`src/core/spar_pkg.sv`:
```
package spar_pkg;
   // Register indices; byte address is four times the index
   localparam logic [7:0] SPAR_IDX_PWR = 8'h87;
   localparam logic [7:0] SPAR_IDX_SERIAL_CONTROL_REG = 8'h98;
   localparam logic [7:0] SPAR_IDX_SERIAL_BUFFER = 8'h99;
   localparam logic [7:0] SPAR_IDX_SLAVE_ADDRESS = 8'ha9;
   localparam logic [7:0] SPAR_IDX_SMASK = 8'hb9;
   // Serial control bit positions
   localparam int SPAR_SC_MODELO = 7;
   localparam int SPAR_SC_MODEHI = 6;
   localparam int SPAR_SC_MPE = 5;
   localparam int SPAR_SC_REN = 4;
   localparam int SPAR_SC_TB8 = 3;
   localparam int SPAR_SC_RB8 = 2;
   localparam int SPAR_SC_TI = 1;
   localparam int SPAR_SC_RI = 0;
   // Power control bit positions
   localparam int SPAR_PC_BDBL = 7;
   localparam int SPAR_PC_EVS = 6;
   // Reset values
   localparam logic [7:0] SPAR_RST_SLAVE_ADDRESS = 8'h00;
   localparam logic [7:0] SPAR_RST_SMASK = 8'h00;
   localparam logic [7:0] SPAR_RST_BYTE = 8'h00;
   // Mode codes {mode_select_hi, mode_select_lo}
   localparam logic [1:0] SPAR_MODE0 = 2'h0;
   localparam logic [1:0] SPAR_MODE1 = 2'h1;
   localparam logic [1:0] SPAR_MODE2 = 2'h2;
   // Frame lengths in bits
   localparam logic [3:0] SPAR_LEN_M1 = 4'ha;
   localparam logic [3:0] SPAR_LEN_M23 = 4'hb;
   localparam logic [3:0] SPAR_LEN_M0 = 4'h8;
   // Mode 0 bit period, clock fall and rise phases (fast / slow)
   localparam logic [3:0] SPAR_M0_PER_F = 4'h4;
   localparam logic [3:0] SPAR_M0_FALL_F = 4'h1;
   localparam logic [3:0] SPAR_M0_RISE_F = 4'h3;
   localparam logic [3:0] SPAR_M0_PER_S = 4'hc;
   localparam logic [3:0] SPAR_M0_FALL_S = 4'h3;
   localparam logic [3:0] SPAR_M0_RISE_S = 4'h9;
   // Mode 2 clocks per sample tick minus one (32 or 64 clocks a bit)
   localparam logic [1:0] SPAR_M2_DIV_F = 2'h1;
   localparam logic [1:0] SPAR_M2_DIV_S = 2'h3;
   // Sample states and last state of the divide-by-16 counter
   localparam logic [3:0] SPAR_SMP_A = 4'h7;
   localparam logic [3:0] SPAR_SMP_B = 4'h8;
   localparam logic [3:0] SPAR_SMP_C = 4'h9;
   localparam logic [3:0] SPAR_SUB_LAST = 4'hf;
   // Bus responses
   localparam logic [1:0] SPAR_RESP_OKAY = 2'h0;
   localparam logic [1:0] SPAR_RESP_SLVERR = 2'h2;
endpackage

```
`src/core/spar_serial_port.sv`:
```
`timescale 1ns/1ps
`default_nettype none
module spar_serial_port import spar_pkg::*; #(
   parameter int ADDR_W = 10
) (
   // Clock and reset
   input wire logic ref_clk,
   input wire logic srst,
   // AXI4-Lite write address and data
   input wire logic s_axi_awvalid,
   output logic s_axi_awready,
   input wire logic [ADDR_W-1:0] s_axi_awaddr,
   input wire logic s_axi_wvalid,
   output logic s_axi_wready,
   input wire logic [31:0] s_axi_wdata,
   input wire logic [3:0] s_axi_wstrb,
   // AXI4-Lite write response
   output logic s_axi_bvalid,
   input wire logic s_axi_bready,
   output logic [1:0] s_axi_bresp,
   // AXI4-Lite read
   input wire logic s_axi_arvalid,
   output logic s_axi_arready,
   input wire logic [ADDR_W-1:0] s_axi_araddr,
   output logic s_axi_rvalid,
   input wire logic s_axi_rready,
   output logic [31:0] s_axi_rdata,
   output logic [1:0] s_axi_rresp,
   // Baud timer overflow, same clock domain
   input wire logic timerOverflow,
   // Serial pins
   output logic txd,
   input wire logic rxdIn,
   output logic rxdOut,
   output logic rxdOe
);
   typedef struct packed {
      logic awready, wready, bvalid, arready, rvalid;
      logic [1:0] bresp, rresp;
      logic [31:0] rdata;
      logic awHeld, wHeld, wLane0;
      logic modeLo, modeHi, mpe, ren, tb8, rb8, ti, ri, fe, evs, bdbl;
      logic [7:0] awIdx, wData, slave_address, smask, serial_buffer, m0Sh;
      logic [1:0] div;
      logic ovfPh, txBusy, txd;
      logic [10:0] txSh;
      logic rxMeta, rxSync, rxPrev, rxBusy, smp1, smp2;
      logic [3:0] txSub, txCnt, rxSub, rxIdx, m0Ph, m0Bits;
      logic [9:0] rxSh;
      logic m0Act, m0Rx, rxdOut, rxdOe;
   } spar_state_t;
   spar_state_t r_ff, nxt_r;
   logic [1:0] mode;
   logic tick, doWrite, sbufWrite, stopEvt, vote, addrHit, loadOk, abortEvt;
   logic [3:0] lastIdx, m0Per, m0Fall, m0Rise;
   logic [7:0] rxByte, bcast, scRead;
   // Frame decode from the mode bits
   assign mode = {r_ff.modeHi, r_ff.modeLo};
   assign lastIdx = (mode == SPAR_MODE1) ? SPAR_LEN_M1 - 4'h1 : SPAR_LEN_M23 - 4'h1;
   assign m0Per = r_ff.mpe ? SPAR_M0_PER_F : SPAR_M0_PER_S;
   assign m0Fall = r_ff.mpe ? SPAR_M0_FALL_F : SPAR_M0_FALL_S;
   assign m0Rise = r_ff.mpe ? SPAR_M0_RISE_F : SPAR_M0_RISE_S;
   assign rxByte = r_ff.rxSh[7:0];
   // Given address and broadcast address
   assign bcast = r_ff.slave_address | r_ff.smask;
   assign addrHit = (((rxByte ^ r_ff.slave_address) & r_ff.smask) == 8'h00) || ((rxByte & bcast) == bcast);
   assign scRead = {(r_ff.evs ? r_ff.fe : r_ff.modeLo), r_ff.modeHi, r_ff.mpe, r_ff.ren,
                    r_ff.tb8, r_ff.rb8, r_ff.ti, r_ff.ri};
   assign doWrite = r_ff.awHeld && r_ff.wHeld && !r_ff.bvalid;
   assign sbufWrite = doWrite && r_ff.wLane0 && (r_ff.awIdx == SPAR_IDX_SERIAL_BUFFER);

   // Sample tick at 16x the bit rate in the async modes; no tick in mode 0
   // baud per mode
   always_comb begin
      unique case (mode)
         SPAR_MODE0: tick = 1'b0;
         SPAR_MODE2: tick = (r_ff.div == (r_ff.bdbl ? SPAR_M2_DIV_F : SPAR_M2_DIV_S));
         default: tick = timerOverflow && (r_ff.bdbl || r_ff.ovfPh);
      endcase
   end

   // Next state: bus first, then hardware, so hardware sets win
   always_comb begin
      nxt_r = r_ff;
      stopEvt = 1'b0;
      abortEvt = 1'b0;
      vote = 1'b0;
      loadOk = 1'b0;
      // Pin synchroniser and edge history
      nxt_r.rxMeta = rxdIn;
      nxt_r.rxSync = r_ff.rxMeta;
      nxt_r.rxPrev = r_ff.rxSync;
      // Baud dividers
      nxt_r.div = (mode == SPAR_MODE2 && tick) ? 2'h0 : r_ff.div + 2'h1;
      if (timerOverflow) begin
         nxt_r.ovfPh = !r_ff.ovfPh;
      end
      // Address and data channels taken in either order
      if (s_axi_awvalid && r_ff.awready) begin
         nxt_r.awHeld = 1'b1;
         nxt_r.awIdx = s_axi_awaddr[9:2];
      end
      if (s_axi_wvalid && r_ff.wready) begin
         nxt_r.wHeld = 1'b1;
         nxt_r.wData = s_axi_wdata[7:0];
         nxt_r.wLane0 = s_axi_wstrb[0];
      end
      if (r_ff.bvalid && s_axi_bready) begin
         nxt_r.bvalid = 1'b0;
      end
      // Register write
      if (doWrite) begin
         nxt_r.awHeld = 1'b0;
         nxt_r.wHeld = 1'b0;
         nxt_r.bvalid = 1'b1;
         nxt_r.bresp = SPAR_RESP_OKAY;
         if (r_ff.wLane0) begin
            unique case (r_ff.awIdx)
               SPAR_IDX_SERIAL_CONTROL_REG: begin
                  if (r_ff.evs) begin
                     if (!r_ff.wData[SPAR_SC_MODELO]) nxt_r.fe = 1'b0;
                  end else begin
                     nxt_r.modeLo = r_ff.wData[SPAR_SC_MODELO];
                  end
                  nxt_r.modeHi = r_ff.wData[SPAR_SC_MODEHI];
                  nxt_r.mpe = r_ff.wData[SPAR_SC_MPE];
                  nxt_r.ren = r_ff.wData[SPAR_SC_REN];
                  nxt_r.tb8 = r_ff.wData[SPAR_SC_TB8];
                  nxt_r.rb8 = r_ff.wData[SPAR_SC_RB8];
                  nxt_r.ti = r_ff.wData[SPAR_SC_TI];
                  nxt_r.ri = r_ff.wData[SPAR_SC_RI];
               end
               SPAR_IDX_PWR: begin
                  nxt_r.bdbl = r_ff.wData[SPAR_PC_BDBL];
                  nxt_r.evs = r_ff.wData[SPAR_PC_EVS];
               end
               SPAR_IDX_SERIAL_BUFFER: ;
               SPAR_IDX_SLAVE_ADDRESS: nxt_r.slave_address = r_ff.wData;
               SPAR_IDX_SMASK: nxt_r.smask = r_ff.wData;
               default: nxt_r.bresp = SPAR_RESP_SLVERR;
            endcase
         end
      end
      // Register read
      if (r_ff.rvalid && s_axi_rready) begin
         nxt_r.rvalid = 1'b0;
      end
      if (s_axi_arvalid && r_ff.arready) begin
         nxt_r.rvalid = 1'b1;
         nxt_r.rresp = SPAR_RESP_OKAY;
         unique case (s_axi_araddr[9:2])
            SPAR_IDX_SERIAL_CONTROL_REG: nxt_r.rdata = {24'h000000, scRead};
            SPAR_IDX_PWR: nxt_r.rdata = {24'h000000, r_ff.bdbl, r_ff.evs, 6'h00};
            SPAR_IDX_SERIAL_BUFFER: nxt_r.rdata = {24'h000000, r_ff.serial_buffer};
            SPAR_IDX_SLAVE_ADDRESS: nxt_r.rdata = {24'h000000, r_ff.slave_address};
            SPAR_IDX_SMASK: nxt_r.rdata = {24'h000000, r_ff.smask};
            default: begin
               nxt_r.rdata = 32'h00000000;
               nxt_r.rresp = SPAR_RESP_SLVERR;
            end
         endcase
      end
      nxt_r.awready = !nxt_r.awHeld && !nxt_r.bvalid;
      nxt_r.wready = !nxt_r.wHeld && !nxt_r.bvalid;
      nxt_r.arready = !nxt_r.rvalid;

      if (mode == SPAR_MODE0) begin
         // Mode 0: half-duplex shift, clock on the transmit pin
         nxt_r.rxBusy = 1'b0;
         nxt_r.txBusy = 1'b0;
         if (!r_ff.m0Act) begin
            nxt_r.txd = 1'b1;
            nxt_r.rxdOe = 1'b0;
            if (sbufWrite) begin
               nxt_r.m0Act = 1'b1;
               nxt_r.m0Rx = 1'b0;
               nxt_r.m0Sh = r_ff.wData;
               nxt_r.m0Ph = 4'h0;
               nxt_r.m0Bits = 4'h0;
            end else if (r_ff.ren && !r_ff.ri) begin
               nxt_r.m0Act = 1'b1;
               nxt_r.m0Rx = 1'b1;
               nxt_r.m0Ph = 4'h0;
               nxt_r.m0Bits = 4'h0;
            end
         end else begin
            nxt_r.m0Ph = (r_ff.m0Ph == m0Per - 4'h1) ? 4'h0 : r_ff.m0Ph + 4'h1;
            if (r_ff.m0Ph == 4'h0) begin
               nxt_r.rxdOut = r_ff.m0Sh[0];
               nxt_r.rxdOe = !r_ff.m0Rx;
            end
            if (r_ff.m0Ph == m0Fall) nxt_r.txd = 1'b0;
            if (r_ff.m0Ph == m0Rise) begin
               nxt_r.txd = 1'b1;
               nxt_r.m0Sh = {r_ff.rxSync, r_ff.m0Sh[7:1]};
               nxt_r.m0Bits = r_ff.m0Bits + 4'h1;
               if (r_ff.m0Bits == SPAR_LEN_M0 - 4'h1) begin
                  nxt_r.m0Act = 1'b0;
                  nxt_r.rxdOe = 1'b0;
                  if (r_ff.m0Rx) begin
                     nxt_r.serial_buffer = {r_ff.rxSync, r_ff.m0Sh[7:1]};
                     nxt_r.ri = 1'b1;
                  end else begin
                     nxt_r.ti = 1'b1;
                  end
               end
            end
         end
      end else begin
         nxt_r.m0Act = 1'b0;
         nxt_r.rxdOe = 1'b0;
         // Async transmit, paced by its own divide-by-16 counter
         // buffer write starts send
         if (sbufWrite && !r_ff.txBusy) begin
            nxt_r.txBusy = 1'b1;
            nxt_r.txSub = 4'h0;
            nxt_r.txSh = (mode == SPAR_MODE1) ? {2'h3, r_ff.wData, 1'b0} : {1'b1, r_ff.tb8, r_ff.wData, 1'b0};
            nxt_r.txCnt = (mode == SPAR_MODE1) ? SPAR_LEN_M1 : SPAR_LEN_M23;
         end else if (r_ff.txBusy && tick) begin
            nxt_r.txSub = r_ff.txSub + 4'h1;
            if (r_ff.txSub == SPAR_SUB_LAST) begin
               nxt_r.txd = r_ff.txSh[0];
               nxt_r.txSh = {1'b1, r_ff.txSh[10:1]};
               nxt_r.txCnt = r_ff.txCnt - 4'h1;
               if (r_ff.txCnt == 4'h1) begin
                  nxt_r.txBusy = 1'b0;
                  nxt_r.ti = 1'b1;
               end
            end
         end else if (!r_ff.txBusy) begin
            nxt_r.txd = 1'b1;
         end
         // start on falling edge when enabled
         if (!r_ff.rxBusy) begin
            if (r_ff.ren && r_ff.rxPrev && !r_ff.rxSync) begin
               nxt_r.rxBusy = 1'b1;
               nxt_r.rxSub = 4'h0;
               nxt_r.rxIdx = 4'h0;
            end
         end else if (tick) begin
            nxt_r.rxSub = r_ff.rxSub + 4'h1;
            if (r_ff.rxSub == SPAR_SMP_A) nxt_r.smp1 = r_ff.rxSync;
            if (r_ff.rxSub == SPAR_SMP_B) nxt_r.smp2 = r_ff.rxSync;
            if (r_ff.rxSub == SPAR_SMP_C) begin
               vote = (r_ff.smp1 & r_ff.smp2) | (r_ff.smp1 & r_ff.rxSync) | (r_ff.smp2 & r_ff.rxSync);
               nxt_r.rxIdx = r_ff.rxIdx + 4'h1;
               if (r_ff.rxIdx == 4'h0) begin
                  // False start bit aborts at once
                  abortEvt = vote;
                  nxt_r.rxBusy = !vote;
               end else if (r_ff.rxIdx == lastIdx) begin
                  stopEvt = 1'b1;
                  nxt_r.rxBusy = 1'b0;
                  loadOk = !r_ff.ri && (!r_ff.mpe ||
                           (addrHit && ((mode == SPAR_MODE1) ? vote : r_ff.rxSh[8]) && vote));
                  if (loadOk) begin
                     nxt_r.serial_buffer = rxByte;
                     nxt_r.rb8 = (mode == SPAR_MODE1) ? vote : r_ff.rxSh[8];
                     nxt_r.ri = 1'b1;
                  end
                  if (!vote) nxt_r.fe = 1'b1;
               end else begin
                  nxt_r.rxSh[4'(r_ff.rxIdx - 4'h1)] = vote;
               end
            end
         end
      end
   end

   // State register, synchronous reset
   always_ff @(posedge ref_clk) begin
      if (srst) begin
         r_ff <= '0;
         r_ff.awready <= 1'b1;
         r_ff.wready <= 1'b1;
         r_ff.arready <= 1'b1;
         r_ff.txd <= 1'b1;
         r_ff.rxMeta <= 1'b1;
         r_ff.rxSync <= 1'b1;
         r_ff.rxPrev <= 1'b1;
         r_ff.slave_address <= SPAR_RST_SLAVE_ADDRESS;
         r_ff.smask <= SPAR_RST_SMASK;
         r_ff.serial_buffer <= SPAR_RST_BYTE;
      end else begin
         r_ff <= nxt_r;
      end
   end

   // Outputs straight from the state register
   assign s_axi_awready = r_ff.awready;
   assign s_axi_wready = r_ff.wready;
   assign s_axi_bvalid = r_ff.bvalid;
   assign s_axi_bresp = r_ff.bresp;
   assign s_axi_arready = r_ff.arready;
   assign s_axi_rvalid = r_ff.rvalid;
   assign s_axi_rdata = r_ff.rdata;
   assign s_axi_rresp = r_ff.rresp;
   assign txd = r_ff.txd;
   assign rxdOut = r_ff.rxdOut;
   assign rxdOe = r_ff.rxdOe;
endmodule // spar_serial_port
`default_nettype wire

```
`config.mk`:
```
export PLATFORM = sky130hd
export DESIGN_NAME = spar_serial_port
export DESIGN_NICKNAME = d
export VERILOG_FILES = /design/src/core/spar_pkg.sv /design/src/core/spar_serial_port.sv
export SDC_FILE = /design/constraint.sdc
export NUM_CORES = 1
export LEC_CHECK = 0
export ABC_AREA = 1
export BUFFER_PORTS_ARGS = -buffer_cell sky130_fd_sc_hd__buf_2
export CORE_UTILIZATION = 40
export CTS_CLUSTER_SIZE = 8
export DETAILED_ROUTE_END_ITERATION = 10
export MAX_ROUTING_LAYER = met4
export PLACE_DENSITY_LB_ADDON = 0.3
export SLEW_MARGIN = 5
export SYNTH_ARGS = -nofsm -noshare
export SYNTH_HDL_FRONTEND = slang
export SYNTH_SLANG_ARGS = --single-unit
export TNS_END_PERCENT = 50
```
`constraint.sdc`:
```
create_clock -name ref_clk -period 3.4 [get_ports ref_clk]
set_clock_uncertainty 0.2 [all_clocks]
set_input_delay 0.68 -clock ref_clk [delete_from_list [all_inputs] [get_ports ref_clk]]
set_output_delay 0.68 -clock ref_clk [all_outputs]
set_load 0.01 [all_outputs]
```
==> out/metrics.yaml <==
status: "finished, final reports clean"
antenna_cells: 0
synth-edff-count: 0
cts-root-buf: "clkbuf_16"
worst_setup_path_start_kind: "register"
finalCritPeriodShare_pct: 71.17
postSynthCellCount: 933
clock_path_buffers: 2
overflow: 0
cts_setup_buffers: 0
rows: 47
r2r_end: "r_ff[72]$_SDFFE_PP0P_"
period_needed_ns: 2.420
wl_per_cell_um: 13.66
vdd_drop_max_v: 0.0003836
ys.flop_type: "dfxtp_1"
p_per_area_nw_per_um2: 482.7
whs_path_depth: 1
start_util_pct: 40.82
stdcell_area_um2: 7592
numCtsBuffers: 17
grt_usage_pct: 20.42
port_buffers: 51
worstPathMaxFanout: 14
multi_input_area_um2: 3309
placed_area_um2: 7005
dr.pass1.iters: 5
cts_tree: "built"
dp_slack_ns: 0.9663
wl_um: 16470
slew_violations: 0
io_pins: 109
whs_ns: 0.2082
viasPerCell: 4.930
h-tree-depth: 4
die_w_um: 131.6
crit_start: "r_ff[22]$_SDFFE_PP0P_"
core_um2: 16470
r2r_slack_ns: 0.98
place_hpwl_um: 11920
hold_class: "register to register"
fillers: 1724
setup_viol: 0
dieArea_um2: 17330
max_stage_delay_ns: 0.47
drc: 0
drive_above_1_share_pct: 13.08
clock_latency_ns: 0.43
ys_warn_count: 0
required_ns: 3.52
cp.arrival_ns: 2.54
clkSinkCount: 136
cts_resized: 0
critical_path_class: "register to register"
ant_nets: 0
cts.clk_slew.worst_paths_ns: 0.05
fin_total_pwr_mw: 3.665
vias: 5946
syn_area_per_cell_um2: 7.204
ys_types: 43
grt_pass1_wl_um: 27170
max_slew_margin_pct: 40.46
ys_seq_area_share_pct: 40.51
max_freq_ghz: 0.4132
place_congestion: 0.8649
timing_hold_violations_final: 0
cp-end-kind: "register"
worst_pin_slew_ns: 0.8883
leakage_nw: 3.156
postCtsHoldBufs: 0
synthArstFlopShare_pct: 0
drtIter0Drc: 420
critical_path.endpoint: "r_ff[72]$_SDFFE_PP0P_"
cp_slowest_cell: "dfxtp_1"
grt_pass1_vias: 5415
worstRegToRegCells: 12
setup_tns_ns: 0
cp_cell_sequence: "inv_1, ha_1, nand3_2, nand2_1, nor3_1, nand2_1, nor3_2, nand2_2, nand2_4, nand2_4, nor2_1, nor2_1"
post_synth_instance_area_um2: 6721
nets: 1053
rsz0062_at_grt: "no"
reg2reg_from: "r_ff[22]$_SDFFE_PP0P_"
register_area_um2: 2723
grt_max_degree: 41
syn_to_final_growth_pct: 12.96
fp.dieH_um: 131.6
synth_seq_cells: 136
fin_ws_ns: 0.9801
antenna_found_initial: 0
max_cap_viol_count: 0
[area by class of cell]
| class | instances | area share (%) |
|---|---|---|
| Multi-Input combinational cell | 657 | 43.59 |
| Sequential cell | 136 | 35.86 |
| Clock buffer | 25 | 6.526 |
| Inverter | 102 | 5.043 |
| Timing Repair Buffer | 59 | 4.153 |
| Tap cell | 220 | 3.626 |
| Clock inverter | 7 | 1.203 |
[flip-flops by register name (all words and copies together) (netlist names), 2 cells and up]
register / cells
r_ff: 114
s_axi_rdata: 8
mode: 2
nxt_r: 2
[worst min path at each step]
stage / to / from / slack [ns]
3_3_place_gp: nxt_r[41]$_SDFF_PP1_ / nxt_r[42]$_SDFF_PP1_ / 0.19
4_1_cts: nxt_r[41]$_SDFF_PP1_ / nxt_r[42]$_SDFF_PP1_ / 0.21
6_report: nxt_r[41]$_SDFF_PP1_ / nxt_r[42]$_SDFF_PP1_ / 0.21
2_1_floorplan: nxt_r[41]$_SDFF_PP1_ / nxt_r[42]$_SDFF_PP1_ / 0.19
3_5_place_dp: nxt_r[41]$_SDFF_PP1_ / nxt_r[42]$_SDFF_PP1_ / 0.20
5_1_grt: nxt_r[41]$_SDFF_PP1_ / nxt_r[42]$_SDFF_PP1_ / 0.22
[per-layer routing]
layer | GRT usage, % | share of wire (%) | up-vias
li1 | - | - | 3113
met1 | 26.26 | 48 | 2655
met2 | 31.10 | 45 | 153
met3 | 4.977 | 5.4 | 25
met4 | 7.171 | 2.2 | 0
met5 | - | 0 | -
[cell usage in the layout, fill, tap and decap left out, types with 4 or more instances in the layout]
cell       synthesis  layout
nand4_1           14      14
o21ai_1            4       4
o21ai_0          102     102
a31oi_1           21      21
a211oi_1          12      12
nand3_1           42      42
buf_4             36       8
or2_2              4       4
conb_1             1      26
clkbuf_8           0       4
dfxtp_1          136     136
nor3_2             4       4
buf_2              5      51
o211ai_1           4       4
nand2_2            9       9
nor3_1            11      11
nor2_2             7       7
nand2_1          194     194
a21oi_1           77      77
nor2_1            73      73
clkbuf_1          18       4
xor2_1             7       7
inv_1             90      89
xnor2_1            4       4
inv_2              9      10
ha_1              15      15
nor3b_1            5       5
clkbuf_16          0      17
[power by group]
group	switching, mW	internal [mW]
registers	0.0298	1.63
clock network	0.679	1.15
logic	0.118	0.0533
total	0.827	2.84
[critical path: cells and delay by family, from the launching register on]
| kind | cells | cell delay (ns) |
|---|---|---|
| adders and majority gates | 1 | 0.27 |
| buffers and inverters | 1 | 0.17 |
| and+or+nand+nor | 10 | 1.21 |
| DFF | 1 | 0.47 |
[logic make-up (layout without fill, tap and decap cells)]
logic type | Yosys count | count (layout) | share of synthesized area (%)
AO/OA/AOI/OAI | 229 | 229 | 18.52
XOR/XNOR | 11 | 11 | 1.433
other | 1 | 26 | 0.05579
adder cells (fa/ha/maj) | 15 | 15 | 2.792
AND/OR/NAND/NOR | 376 | 376 | 25.04
buffers and inverters | 165 | 193 | 11.65
flip-flops | 136 | 136 | 40.51
[synthesized netlist by cell type (5+ instances only)]
cell | count | area share, %
a211oi_1 | 12 | 1.3
buf_2 | 5 | 0.37
buf_4 | 36 | 4.0
dfxtp_1 | 136 | 41
nor3_1 | 11 | 0.82
ha_1 | 15 | 2.8
nor3b_1 | 5 | 0.56
a21oi_1 | 77 | 5.7
xor2_1 | 7 | 0.91
a31oi_1 | 21 | 2.0
clkbuf_1 | 18 | 1.0
inv_2 | 9 | 0.50
nand2_2 | 9 | 0.84
o21ai_0 | 102 | 7.6
nand3_1 | 42 | 3.1
nand2_1 | 194 | 11
nor2_1 | 73 | 4.1
nor2_2 | 7 | 0.65
nand4_1 | 14 | 1.3
inv_1 | 90 | 5.0
[metrics by stage]
| step | instances | util, % |
|---|---|---|
| 6_report | 1206 | 46.11 |
| 5_1_grt | 1206 | 46.11 |
| 4_1_cts | 1206 | 46.11 |
| 3_5_place_dp | 1174 | 42.55 |
| 3_3_place_gp | 1174 | 42.55 |
| 2_1_floorplan | 958 | - |
Power figures use the tool's default switching activity.
